`config.mk`:
```
export PLATFORM = sky130hd
export DESIGN_NAME = ssar_device_flat
export DESIGN_NICKNAME = d
export VERILOG_FILES = /design/src/ssar_pkg.sv /design/src/ssar_if.sv /design/src/ssar_device.sv /design/src/flat_wrapper.sv
export SDC_FILE = /design/constraint.sdc
export NUM_CORES = 1
export LEC_CHECK = 0
export ABC_CLOCK_PERIOD_IN_PS = 5200
export BUFFER_PORTS_ARGS = -buffer_cell sky130_fd_sc_hd__buf_2
export CAP_MARGIN = 25
export CORE_MARGIN = 2
export CORE_UTILIZATION = 60
export CTS_BUF_LIST = sky130_fd_sc_hd__clkbuf_2 sky130_fd_sc_hd__clkbuf_4 sky130_fd_sc_hd__clkbuf_8
export DETAILED_ROUTE_END_ITERATION = 8
export PLACE_DENSITY_LB_ADDON = 0.1
export SETUP_SLACK_MARGIN = 0.3
export SYNTH_ARGS = -nofsm -noshare
export SYNTH_HDL_FRONTEND = slang
export SYNTH_SLANG_ARGS = --single-unit
```
`constraint.sdc`:
```
create_clock -name clock_in -period 5.2 [get_ports clock_in]
set_input_delay 1.04 -clock clock_in [delete_from_list [all_inputs] [get_ports clock_in]]
set_output_delay 1.04 -clock clock_in [all_outputs]
set_load 0.005 [all_outputs]
```
`src/ssar_pkg.sv`:
```
// Purpose: Shared constants and state types for the serial SAR readout pair
// Assumes: One 250 MHz clock per end; link pins are asynchronous to it
// Notes:   Times are given in ns and turned into clock cycles here
package ssar_pkg;
   localparam int CLK_FREQ_HZ   = 250_000_000;
   localparam int CLK_PERIOD_NS = 4;

   // Least times round up, longest round down, never below one cycle
   function automatic int cyc_ceil(input int ns);
      int c;
      c = (ns + CLK_PERIOD_NS - 1) / CLK_PERIOD_NS;
      return (c < 1) ? 1 : c;
   endfunction

   function automatic int cyc_floor(input int ns);
      int c;
      c = ns / CLK_PERIOD_NS;
      return (c < 1) ? 1 : c;
   endfunction

   // Result format
   localparam int             DATA_BITS = 12;
   localparam logic [DATA_BITS:0] HALF_LSB = 13'h0001;

   // Device side: rising shift-clock edge numbers within one frame
   localparam int         EDGE_W    = 4;
   localparam logic [3:0] MSB_EDGE  = 4'h3;
   localparam logic [3:0] LSB_EDGE  = 4'hE;
   localparam logic [3:0] EDGE_SAT  = 4'hF;

   // Output change delay after a rising shift-clock edge
   localparam int         DOUT_DELAY_NS  = 20;
   localparam int         DOUT_DELAY_CYC = cyc_floor(DOUT_DELAY_NS);
   localparam logic [2:0] DOUT_DELAY     = 3'(DOUT_DELAY_CYC);

   // Synchroniser lanes and their idle levels after reset
   localparam int         IDX_SEL  = 0;
   localparam int         IDX_SCLK = 1;
   localparam int         IDX_PDN  = 2;
   localparam logic [2:0] LINK_RST = 3'h1;

   // Host side timing
   localparam int SCLK_MAX_FAST_HZ  = 6_400_000;
   localparam int SCLK_MAX_LOW_HZ   = 4_800_000;
   localparam int SCLK_HALF_FAST    = (CLK_FREQ_HZ + 2*SCLK_MAX_FAST_HZ - 1) / (2*SCLK_MAX_FAST_HZ);
   localparam int SCLK_HALF_LOW     = (CLK_FREQ_HZ + 2*SCLK_MAX_LOW_HZ - 1) / (2*SCLK_MAX_LOW_HZ);
   localparam int ACQ_FAST_NS       = 468;
   localparam int ACQ_LOW_NS        = 625;
   localparam int SEL_HIGH_NS       = 100;
   localparam int SEL_SETUP_NS      = 35;
   localparam int SEL_SETUP_CYC     = cyc_ceil(SEL_SETUP_NS);
   localparam int WAKE_NS           = 2_000_000;
   localparam int WAKE_CYC_DEF      = cyc_ceil(WAKE_NS);
   localparam int GAP_FAST_CYC      = cyc_ceil((ACQ_FAST_NS > SEL_HIGH_NS) ? ACQ_FAST_NS
                                                                          : SEL_HIGH_NS);
   localparam int TMR_W             = 20;
   localparam logic [4:0] FRAME_EDGES = 5'h10;
   localparam int         BYTE_IDX_W  = 3;
   localparam int         RESULT_LSB  = 1;

   typedef enum logic [1:0] {
      DEV_IDLE = 2'h0,
      DEV_CONV = 2'h1,
      DEV_TAIL = 2'h3,
      DEV_POWER_DOWN_N = 2'h2
   } ssar_dev_state_e;

   typedef enum logic [2:0] {
      HST_WAKE  = 3'h0,
      HST_IDLE  = 3'h1,
      HST_SETUP = 3'h3,
      HST_SHIFT = 3'h2,
      HST_GAP   = 3'h6,
      HST_OFF   = 3'h4
   } ssar_host_state_e;
endpackage

```
`src/ssar_if.sv`:
```
// Purpose: Pins between the converter end and its serial master
// Assumes: Result line has a weak pull-up when floating
// Notes:   The floating level is resolved here so no end sees high impedance
`timescale 1ns/1ps
interface ssar_if;
   logic select_n;
   logic sclk;
   logic power_down_n;
   logic dout;
   logic dout_oe;
   logic dout_seen;

   // Floating line reads as the pull-up level
   assign dout_seen = dout_oe ? dout : 1'b1;

   modport device (
      input  select_n,
      input  sclk,
      input  power_down_n,
      output dout,
      output dout_oe
   );

   modport host (
      output select_n,
      output sclk,
      output power_down_n,
      input  dout_seen
   );
endinterface

```
`src/ssar_device.sv`:
```
// Purpose: Converter end: select-started conversion paced by the shift clock
// Assumes: analog_input_in is the held voltage in half-LSB steps of Vref/4096
// Notes:   All link pins are sampled by clock_in through two flip-flops
//
// Contract
// [RL1] Select falling starts conversion, enters hold
// [RL2] Result line floats while select high
// [RL3] Select falling drives result line low
// [RL4] Output changes only after rising clock, delayed
// [RL5] Two zeros, then MSB on third edge
// [RL6] Remaining bits one per edge; host gives sixteen
// [RL7] Extra edges give zeros, conversion undisturbed
// [RL8] Host keeps shift clock under variant maximum
// [RL9] Bits decided in step, shifted immediately
// [RL10] Host raises select after LSB, waits high time
// [RL11] Power-down low: shutdown, reference off
// [RL12] Host waits reference charge after power-up
// [RL13] Host waits wake-up time after power-down
// [RL14] Straight binary, Vref/4096 steps, midway transitions
// [RL15] Host leaves acquisition time between conversions
// [RL16] Track resumes once conversion finishes
// [RL17] Byte host reads two bytes per result
// [RL18] After abort host waits acquisition time
// [RL19] Select rising clears bit counter
`timescale 1ns/1ps
module ssar_device
   import ssar_pkg::*;
(
   input  wire logic                 clock_in,
   input  wire logic                 srst_in,
   ssar_if.device                    link,
   input  wire logic [DATA_BITS:0]   analog_input_in,
   output logic      [DATA_BITS-1:0] result_out,
   output logic                      result_valid_out,
   output logic                      hold_out,
   output logic                      reference_on_out
);

   // Trial word: current approximation with the bit under test set
   function automatic logic [DATA_BITS-1:0] trial_of(input logic [DATA_BITS-1:0] sar,
                                                     input logic [EDGE_W-1:0]    idx);
      logic [DATA_BITS-1:0] one;
      one = {{(DATA_BITS-1){1'b0}}, 1'b1};
      return sar | (one << idx);
   endfunction

   logic [2:0]           meta_q;
   logic [2:0]           sync_q;
   logic [2:0]           prev_q;
   ssar_dev_state_e      state_q;
   ssar_dev_state_e      state_d;
   logic [EDGE_W-1:0]    edge_q;
   logic [EDGE_W-1:0]    edge_d;
   logic [DATA_BITS:0]   sample_q;
   logic [DATA_BITS-1:0] sar_q;
   logic [DATA_BITS-1:0] sar_d;
   logic [2:0]           dly_q;
   logic                 pend_q;
   logic                 dout_q;
   logic                 oe_q;
   logic [DATA_BITS-1:0] result_q;
   logic                 valid_q;
   logic                 hold_q;
   logic                 ref_q;

   wire [2:0]           link_raw  = {link.power_down_n, link.sclk, link.select_n};
   wire                 pdn       = sync_q[IDX_PDN];
   wire                 sel_fall  = prev_q[IDX_SEL] & ~sync_q[IDX_SEL];
   wire                 sel_rise  = ~prev_q[IDX_SEL] & sync_q[IDX_SEL];
   wire                 sel_high  = sync_q[IDX_SEL];
   wire                 sclk_rise = ~prev_q[IDX_SCLK] & sync_q[IDX_SCLK];
   wire                 in_frame  = (state_q == DEV_CONV) || (state_q == DEV_TAIL);
   wire                 start     = (state_q == DEV_IDLE) && pdn && sel_fall;
   wire                 edge_hit  = in_frame && pdn && sclk_rise && !sel_rise;
   wire [EDGE_W-1:0]    edge_num  = edge_q + 4'h1;
   wire [EDGE_W-1:0]    bit_idx   = LSB_EDGE - edge_num;
   wire [DATA_BITS-1:0] trial     = trial_of(sar_q, bit_idx);
   // Comparator threshold sits half an LSB below the trial code
   wire [DATA_BITS:0]   thresh    = {trial, 1'b0} - HALF_LSB;               // [RL14]
   wire                 decided   = (sample_q >= thresh);
   // Only edges three through fourteen resolve a bit; others shift zeros
   wire                 decide    = edge_hit && (state_q == DEV_CONV)
                                    && (edge_num >= MSB_EDGE);              // [RL5] [RL9]
   wire                 new_bit   = decide & decided;                       // [RL7]
   wire                 last_bit  = decide && (edge_num == LSB_EDGE);       // [RL6]

   // Link pins are asynchronous; only the second stage feeds logic
   always_ff @(posedge clock_in) begin
      if (srst_in) begin
         meta_q <= LINK_RST;
         sync_q <= LINK_RST;
         prev_q <= LINK_RST;
      end else begin
         meta_q <= link_raw;
         sync_q <= meta_q;
         prev_q <= sync_q;
      end
   end

   always_comb begin
      state_d = state_q;
      if (!pdn) begin
         state_d = DEV_POWER_DOWN_N;                                                // [RL11]
      end else begin
         unique case (state_q)
            DEV_POWER_DOWN_N: state_d = DEV_IDLE;
            DEV_IDLE: if (start) begin
               state_d = DEV_CONV;                                          // [RL1]
            end
            DEV_CONV: if (sel_rise) begin
               state_d = DEV_IDLE;
            end else if (last_bit) begin
               state_d = DEV_TAIL;
            end
            DEV_TAIL: if (sel_rise) begin
               state_d = DEV_IDLE;
            end
         endcase
      end
   end

   always_comb begin
      edge_d = edge_q;
      if (!in_frame || sel_rise) begin
         edge_d = '0;                                                       // [RL19]
      end else if (sclk_rise && edge_q != EDGE_SAT) begin
         edge_d = edge_num;
      end
   end

   always_comb begin
      sar_d = sar_q;
      if (start) begin
         sar_d = '0;
      end else if (decide && decided) begin
         sar_d = trial;                                                     // [RL9]
      end
   end

   always_ff @(posedge clock_in) begin
      if (srst_in) begin
         state_q <= DEV_POWER_DOWN_N;
         edge_q  <= '0;
         sar_q   <= '0;
      end else begin
         state_q <= state_d;
         edge_q  <= edge_d;
         sar_q   <= sar_d;
      end
   end

   // Input is frozen at the select falling edge
   always_ff @(posedge clock_in) begin
      if (srst_in) begin
         sample_q <= '0;
      end else if (start) begin
         sample_q <= analog_input_in;                                       // [RL1]
      end
   end

   // Every shift-clock driven change is delayed; select edges act at once
   always_ff @(posedge clock_in) begin
      if (srst_in) begin
         dly_q  <= '0;
         pend_q <= 1'b0;
      end else if (sel_high || !pdn) begin
         dly_q  <= '0;
      end else if (edge_hit) begin
         dly_q  <= DOUT_DELAY;                                              // [RL4]
         pend_q <= new_bit;
      end else if (dly_q != 3'h0) begin
         dly_q  <= dly_q - 3'h1;
      end
   end

   always_ff @(posedge clock_in) begin
      if (srst_in) begin
         oe_q   <= 1'b0;
         dout_q <= 1'b0;
      end else if (sel_high || !pdn) begin
         oe_q   <= 1'b0;                                                    // [RL2]
         dout_q <= 1'b0;
      end else if (start) begin
         oe_q   <= 1'b1;                                                    // [RL3]
         dout_q <= 1'b0;
      end else if (dly_q == 3'h1) begin
         dout_q <= pend_q;                                                  // [RL4]
      end
   end

   // Hold ends with the last decided bit so acquisition starts early
   always_ff @(posedge clock_in) begin
      if (srst_in) begin
         hold_q   <= 1'b0;
         ref_q    <= 1'b0;
         result_q <= '0;
         valid_q  <= 1'b0;
      end else begin
         hold_q  <= (state_d == DEV_CONV);                                  // [RL16]
         ref_q   <= pdn;                                                    // [RL11]
         valid_q <= last_bit;
         if (last_bit) begin
            result_q <= sar_d;                                              // [RL14]
         end
      end
   end

   assign link.dout        = dout_q;
   assign link.dout_oe     = oe_q;
   assign result_out       = result_q;
   assign result_valid_out = valid_q;
   assign hold_out         = hold_q;
   assign reference_on_out = ref_q;

endmodule

```
`src/flat_wrapper.sv`:
```
// flat-port wrapper written by rule: the top's interface ports become plain ports
module ssar_device_flat import ssar_pkg::*;
  (clock_in, srst_in, analog_input_in, result_out, result_valid_out, hold_out, reference_on_out, link_select_n, link_sclk, link_power_down_n, link_dout, link_dout_oe);
  ssar_if link_i ();
  input  wire logic clock_in;
  input  wire logic srst_in;
  input  wire logic [DATA_BITS:0] analog_input_in;
  output logic      [DATA_BITS-1:0] result_out;
  output logic result_valid_out;
  output logic hold_out;
  output logic reference_on_out;
  input wire logic [$bits(link_i.select_n)-1:0] link_select_n;
  input wire logic [$bits(link_i.sclk)-1:0] link_sclk;
  input wire logic [$bits(link_i.power_down_n)-1:0] link_power_down_n;
  output wire logic [$bits(link_i.dout)-1:0] link_dout;
  output wire logic [$bits(link_i.dout_oe)-1:0] link_dout_oe;
  assign link_i.select_n = link_select_n;
  assign link_i.sclk = link_sclk;
  assign link_i.power_down_n = link_power_down_n;
  assign link_dout = link_i.dout;
  assign link_dout_oe = link_i.dout_oe;
  ssar_device u_core (.clock_in(clock_in), .srst_in(srst_in), .link(link_i), .analog_input_in(analog_input_in), .result_out(result_out), .result_valid_out(result_valid_out), .hold_out(hold_out), .reference_on_out(reference_on_out));
endmodule
```
; ---- Yosys cells after proc, flatten, opt, wreduce, memory -nomap -nowiden
; Index checks and enable logic that the tools add are counted.
[word_totals]
register_bits = 60
inputBits = 18
out_inout_bits = 17
wordCells = 73
[op_classes]
n_addsub = 4
magnitude_cmp = 2
eq_ne = 7
shifts = 1
mux = 10
bitwise = 9
reduce_logical = 24
[op_table]
columns = op, count
row1 = 12-bit two-way mux, 2
row2 = 13-bit greater-or-equal comparator, 1
row3 = "13-bit by 1-bit subtractor with 13-bit output, second input constant", 1
row4 = 12-bit bitwise OR, 1
row5 = "1-bit by 4-bit << shifter with 12-bit output, first input constant", 1
row6 = 1-bit logical AND, 10
row7 = 2-bit two-way mux, 5
row8 = 2-bit case mux with 4 select lines, 1
row9 = 3-bit two-way mux, 2
row10 = 3-bit OR reduction, 2
row11 = "4-bit by 1-bit adder with 4-bit output, second input constant", 1
row12 = 1-bit AND, 4
row13 = "2-bit by 1-bit equality test with 1-bit output, second input constant", 2
row14 = "2-bit equality test, second input constant", 2
row15 = "4-bit equality test, second input constant", 1
row16 = "4-bit by 2-bit greater-or-equal comparator with 1-bit output, second input constant", 1
row17 = "4-bit != test, second input constant", 1
row18 = 1-bit NOT, 4
row19 = 2-bit OR reduction, 2
row20 = "4-bit subtractor, first input constant", 1
row21 = "3-bit by 1-bit equality test with 1-bit output, second input constant", 1
row22 = 1-bit logical NOT, 3
row23 = 1-bit logical OR, 3
row24 = 3-bit nonzero test, 1
row25 = 4 further kinds, 4

; ---- Depth between registers and ports, before layout
[logic_depth]
word_depth = 13
mapped_depth = 21
ltp_nobuf = 20

; ---- Worst setup path before layout
; OpenSTA, ideal clock, no wires.
[synth_timing]
path_type = register -> register
start = register u_core.edge_q[0]
end = register u_core.result_q[4], in the netlist u_core.result_out[4]
setup_ns = 0.070
arrival_time_ns = 3.753
required_time_ns = 5.130
path_slack_ns = 1.377
stages_incl_launch_ff = 22
n_path_buf = 1
period_less_slack_ns = 3.823
path_cell_list = dfxtp_1 inv_1 ha_1 and3b_1 a21oi_2 nand2_2 nor2_2 a21oi_1 ha_1 nand3_1 nand2_1 nor2_1 o21ai_0 o311a_1 ha_1 nand2_1 nor3_1 o21ai_0 a31oi_4 buf_6 o2111ai_1 a21oi_1
[synth_via]
elab_chain_len = 9
elab_cells_between_ends = 13
classes_between = 3 x add/sub / 2 x order compare / 1 x eq/ne / 1 x shift / 2 x mux / 1 x bitwise / 3 x reduce/logical
[synth_rtl]
columns = item, line_no
row1 = from (decl), ssar_device.sv:52  ; logic [EDGE_W-1:0] edge_q;
row2 = from (signal assigned), ssar_device.sv:147  ; edge_q <= edge_d;
row3 = 4-bit by 1-bit adder with 4-bit output (*), ssar_device.sv:75  ; wire [EDGE_W-1:0] edge_num = edge_q + 4'h1;
row4 = 4-bit subtractor (*), ssar_device.sv:76  ; wire [EDGE_W-1:0] bit_idx = LSB_EDGE - edge_num;
row5 = named net u_core.bit_idx[0], ssar_device.sv:76
row6 = 1-bit by 4-bit << shifter with 12-bit output (*), ssar_device.sv:44  ; return sar | (one << idx);
row7 = 12-bit bitwise OR (*), ssar_device.sv:44
row8 = 13-bit by 1-bit subtractor with 13-bit output, ssar_device.sv:79  ; wire [DATA_BITS:0] thresh = {trial, 1'b0} - HALF_LSB;
row9 = 13-bit greater-or-equal comparator, ssar_device.sv:80  ; wire decided = (sample_q >= thresh);
row10 = 1-bit logical AND, ssar_device.sv:135  ; end else if (decide && decided) begin
row11 = 12-bit two-way mux (*), ssar_device.sv:135
row12 = 12-bit two-way mux (*), ssar_device.sv:133  ; if (start) begin
row13 = to (signal assigned), ssar_device.sv:203  ; result_q <= sar_d;
row14 = to (decl), ssar_device.sv:61  ; logic [DATA_BITS-1:0] result_q;
; The timed path passes the listed nets; every way through them passes the cells marked *.
; A chain may end at the register's enable or synchronous reset.

; ---- Worst setup path after layout
[layout_timing]
start = register u_core.edge_q[0]
end = register u_core.result_q[1], in the netlist u_core.result_out[1]
[layout_via]
elab_chain_len = 9
elab_cells_between_ends = 13
classes_between = 3 x add/sub / 2 x order compare / 1 x eq/ne / 1 x shift / 2 x mux / 1 x bitwise / 3 x reduce/logical
[layout_rtl]
columns = item, line_no
row1 = 4-bit by 1-bit adder with 4-bit output (*), ssar_device.sv:75
row2 = 4-bit subtractor, ssar_device.sv:76
row3 = 1-bit by 4-bit << shifter with 12-bit output, ssar_device.sv:44
row4 = 12-bit bitwise OR, ssar_device.sv:44
row5 = 13-bit by 1-bit subtractor with 13-bit output, ssar_device.sv:79
row6 = 13-bit greater-or-equal comparator, ssar_device.sv:80
row7 = 1-bit logical AND, ssar_device.sv:135
row8 = 12-bit two-way mux, ssar_device.sv:135
row9 = 12-bit two-way mux, ssar_device.sv:133
; Mark *: on every way between the ends. The rest lies on a longest branch, timed or not.

==> impl_metrics.env <==
export IMPL_gr_total_overflow=0
export IMPL_die_w_um=75.68
export IMPL_layout_drive_gt1_share=0.1830
export IMPL_regArea_um2=1201
export IMPL_floorplan_initialDensity=0.6114
export IMPL_crit_fanout=16
export IMPL_multiInputGateArea_um2=1750
export IMPL_synth_edf_count=0
export IMPL_post_route_period_util=0.8657
export IMPL_grt_usage=0.2691
export IMPL_cts_tree="built"
export IMPL_dr_total_vias=2694
export IMPL_io_buffers=34
export IMPL_hold_slack_ns=0.4160
export IMPL_cts_root_buffer="clkbuf_8"
export IMPL_crit_type="flip-flop to flip-flop"
export IMPL_ir_worst_vdd_mv=0.2376
export IMPL_leakage_nw=1.407
export IMPL_syn_num_nets=402
export IMPL_rsz0062_at_grt="false"
export IMPL_place_area_um2=3269
export IMPL_grt_max_degree=38
export IMPL_startpoint_type="flip-flop"
export IMPL_die_h_um=75.68
export IMPL_nFillCells=415
export IMPL_core_area_um2=5042
export IMPL_netlist_top_cells_area="dfxtp_1, ha_1, a21oi_1"
export IMPL_antenna_found_initial=0
export IMPL_slew_violations=0
export IMPL_netlist_instances=362
export IMPL_postSynthAreaPerCell_um2=8.516
export IMPL_die_area_um2=5727
export IMPL_synth_cell_types=57
export IMPL_place_hpwl_um=4846
export IMPL_async_flop_share=0
export IMPL_clock_path_buffers=2
export IMPL_ys_seq_area_frac=0.3896
export IMPL_drtIter0Drc=257
export IMPL_wire_per_inst_um=15.19
export IMPL_syn_cell_area_um2=3083
export IMPL_nets=434
export IMPL_worstPathRequired_ns=5.43
export IMPL_drc=0
export IMPL_min_path_type="flip-flop to flip-flop"
export IMPL_routed_wirelength_um=7126
export IMPL_crit_arrival_ns=4.73
export IMPL_fin_util=0.7027
export IMPL_areaGrowthSynthToFinish_pct=14.94
export IMPL_fin_skew_ns=0.007097
export IMPL_ys_seq_elements=60
export IMPL_max_freq_ghz=0.2221
export IMPL_routed_via_density=5.744
export IMPL_drv_cap=0
export IMPL_gp_congestion=0.9472
export IMPL_grt_pass1_vias=2450
export IMPL_ant_nets=0
export IMPL_yosysWarnings=0
export IMPL_firstDrtPassIters=4
export IMPL_synth_top_area_share=0.3896
export IMPL_io_pins=35
export IMPL_stdcell_area_um2=3543
export IMPL_power_density_nw_per_um2=279.9
export IMPL_synth_top_area_cell="dfxtp_1"
export IMPL_diodes=0
export IMPL_synthFlopType="dfxtp_1"
export IMPL_cts_sinks=60
export IMPL_relSlewSlack=0.4882
export IMPL_clk_pin_slew_ns=0.07
export IMPL_finalSetupTns_ns=0
export IMPL_hold_buffers=0
export IMPL_finalCriticalPeriod_ns=4.502
export IMPL_cp_end_kind="flip-flop"
export IMPL_std_cell_rows=26
export IMPL_insertion_delay_ns=0.35
export IMPL_power_uw=991.6
export IMPL_setup_viol=0
export IMPL_status="finished, final reports clean"
export IMPL_worst_slew_pin_transition_ns=0.7658
export IMPL_cts_buffers=9
export IMPL_hold_viol_final=0
export IMPL_grt_first_pass_wirelength_um=11430
export IMPL_htreeDepth=3
final timing paths:
| check | from | end | slack [ns] | depth (start not counted) |
|---|---|---|---|---|
| setup reg to reg | u_core.edge_q[0] | u_core.result_out[1] | 0.70 | 19 |
| setup / recovery | u_core.edge_q[0] | u_core.result_out[1] | 0.70 | 19 |
| hold / removal | u_core.meta_q[0] | u_core.sync_q[0] | 0.42 | 1 |
| hold reg to reg | u_core.meta_q[0] | u_core.sync_q[0] | 0.42 | 1 |
metrics by stage:
step,worst slack [ns],cells
after floorplan,1.377,362
after global placement,0.8776,450
after detailed placement,0.6514,450
after CTS,0.5894,466
after global routing,0.4136,469
final,0.6983,469
synthesized netlist by cell type, types with 4 or more instances:
library cell   n
buf_2          5
a21o_1         4
ha_1          22
nand2b_1       8
a21oi_1       39
mux2i_1        4
nand3_1        6
dfxtp_1       60
or2_2          4
o2111ai_1      4
xnor2_1        9
clkbuf_1       9
o21ai_0       14
nand2_1       52
a31oi_1       11
nor2b_1        9
nor2_1        27
nor3_1         9
o21ai_1        9
inv_1         12
critical path, stage by stage, from the launching register on:
cell and delay (ns):
dfxtp_1 0.50, ha_1 0.40, xor2_2 0.32, a21oi_2 0.15
nand2_2 0.17, nor2_2 0.11, a21oi_1 0.33, ha_1 0.26
o2111a_1 0.28, nand3_1 0.11, xnor2_1 0.15, ha_1 0.18
a21o_1 0.17, a21o_1 0.17, a21oi_1 0.28, a31oi_4 0.14
buf_12 0.18, buf_4 0.14, a31oi_1 0.26, o21ai_1 0.09
sequential cells by signal (all words and copies together), names as in the netlist:
name and flops:
u_core.sar_q 12, u_core.result_valid_out 1, u_core.link.dout 1, u_core.state_q 2, u_core.link.dout_oe 1, u_core.pend_q 1, u_core.prev_q 2, u_core.dly_q 3
u_core.hold_out 1, u_core.sync_q 3, u_core.result_out 12, u_core.reference_on_out 1, u_core.meta_q 3, u_core.sample_q 13, u_core.edge_q 4
power breakdown:
| group | switching (mW) | total, mW | leakage [nW] | internal (mW) |
|---|---|---|---|---|
| logic | 0.0108 | 0.0186 | 0.798 | 0.00777 |
| clock network | 0.181 | 0.509 | 0.124 | 0.327 |
| registers | 0.00174 | 0.464 | 0.485 | 0.463 |
| total | 0.194 | 0.992 | 1.41 | 0.798 |
kinds of logic (layout without fill, tap and decap cells):
logic type / after synthesis / in the layout / share of synthesized area
compound gates: 102 / 102 / 0.2143
xor+xnor: 15 / 15 / 0.05276
fa+ha+maj: 22 / 22 / 0.08928
buf+inv: 30 / 67 / 0.04464
flops: 60 / 60 / 0.3896
mux: 4 / 4 / 0.01299
simple gates: 129 / 129 / 0.1964
final cells by class:
class / count / area share
multi-input cells: 272 / 0.4940
flip-flops and latches: 60 / 0.3390
repair buffers: 39 / 0.06215
clock buffers: 11 / 0.03919
clock inverters: 5 / 0.02825
well taps: 70 / 0.02472
inverters: 12 / 0.01271
routing by layer:
layer	wire length, um	up-vias	GRT usage
li1	-	1339	-
met1	3074	1258	0.3161
met2	3419	88	0.4580
met3	519	9	0.09392
met4	112	0	0.09162
met5	0	-	0
placed cells by master, fill, tap and decap left out, types with 2 or more instances in the layout:
master and count:
nand3_1 6, mux2i_1 4, o21ai_0 14, a211oi_1 2
nand4_1 3, or2_2 4, bufinv_16 3, nor4_1 2
xor2_1 3, nor2b_1 9, nor2_1 27, xnor2_1 9
dfxtp_1 60, a31oi_1 11, a21o_1 4, nand2_1 52
nor3_1 9, clkbuf_8 9, ha_1 22, o2111ai_1 4
buf_4 4, o21ai_1 9, buf_2 34, clkbuf_4 2
a21oi_1 39, nand2b_1 8, inv_1 12, clkinv_2 2
timing repair:
item,in CTS,in global routing
gates resized for setup,0,0
endpoints found under the setup margin,0,12
setup buffers,0,3
Power figures use the tool's default switching activity.
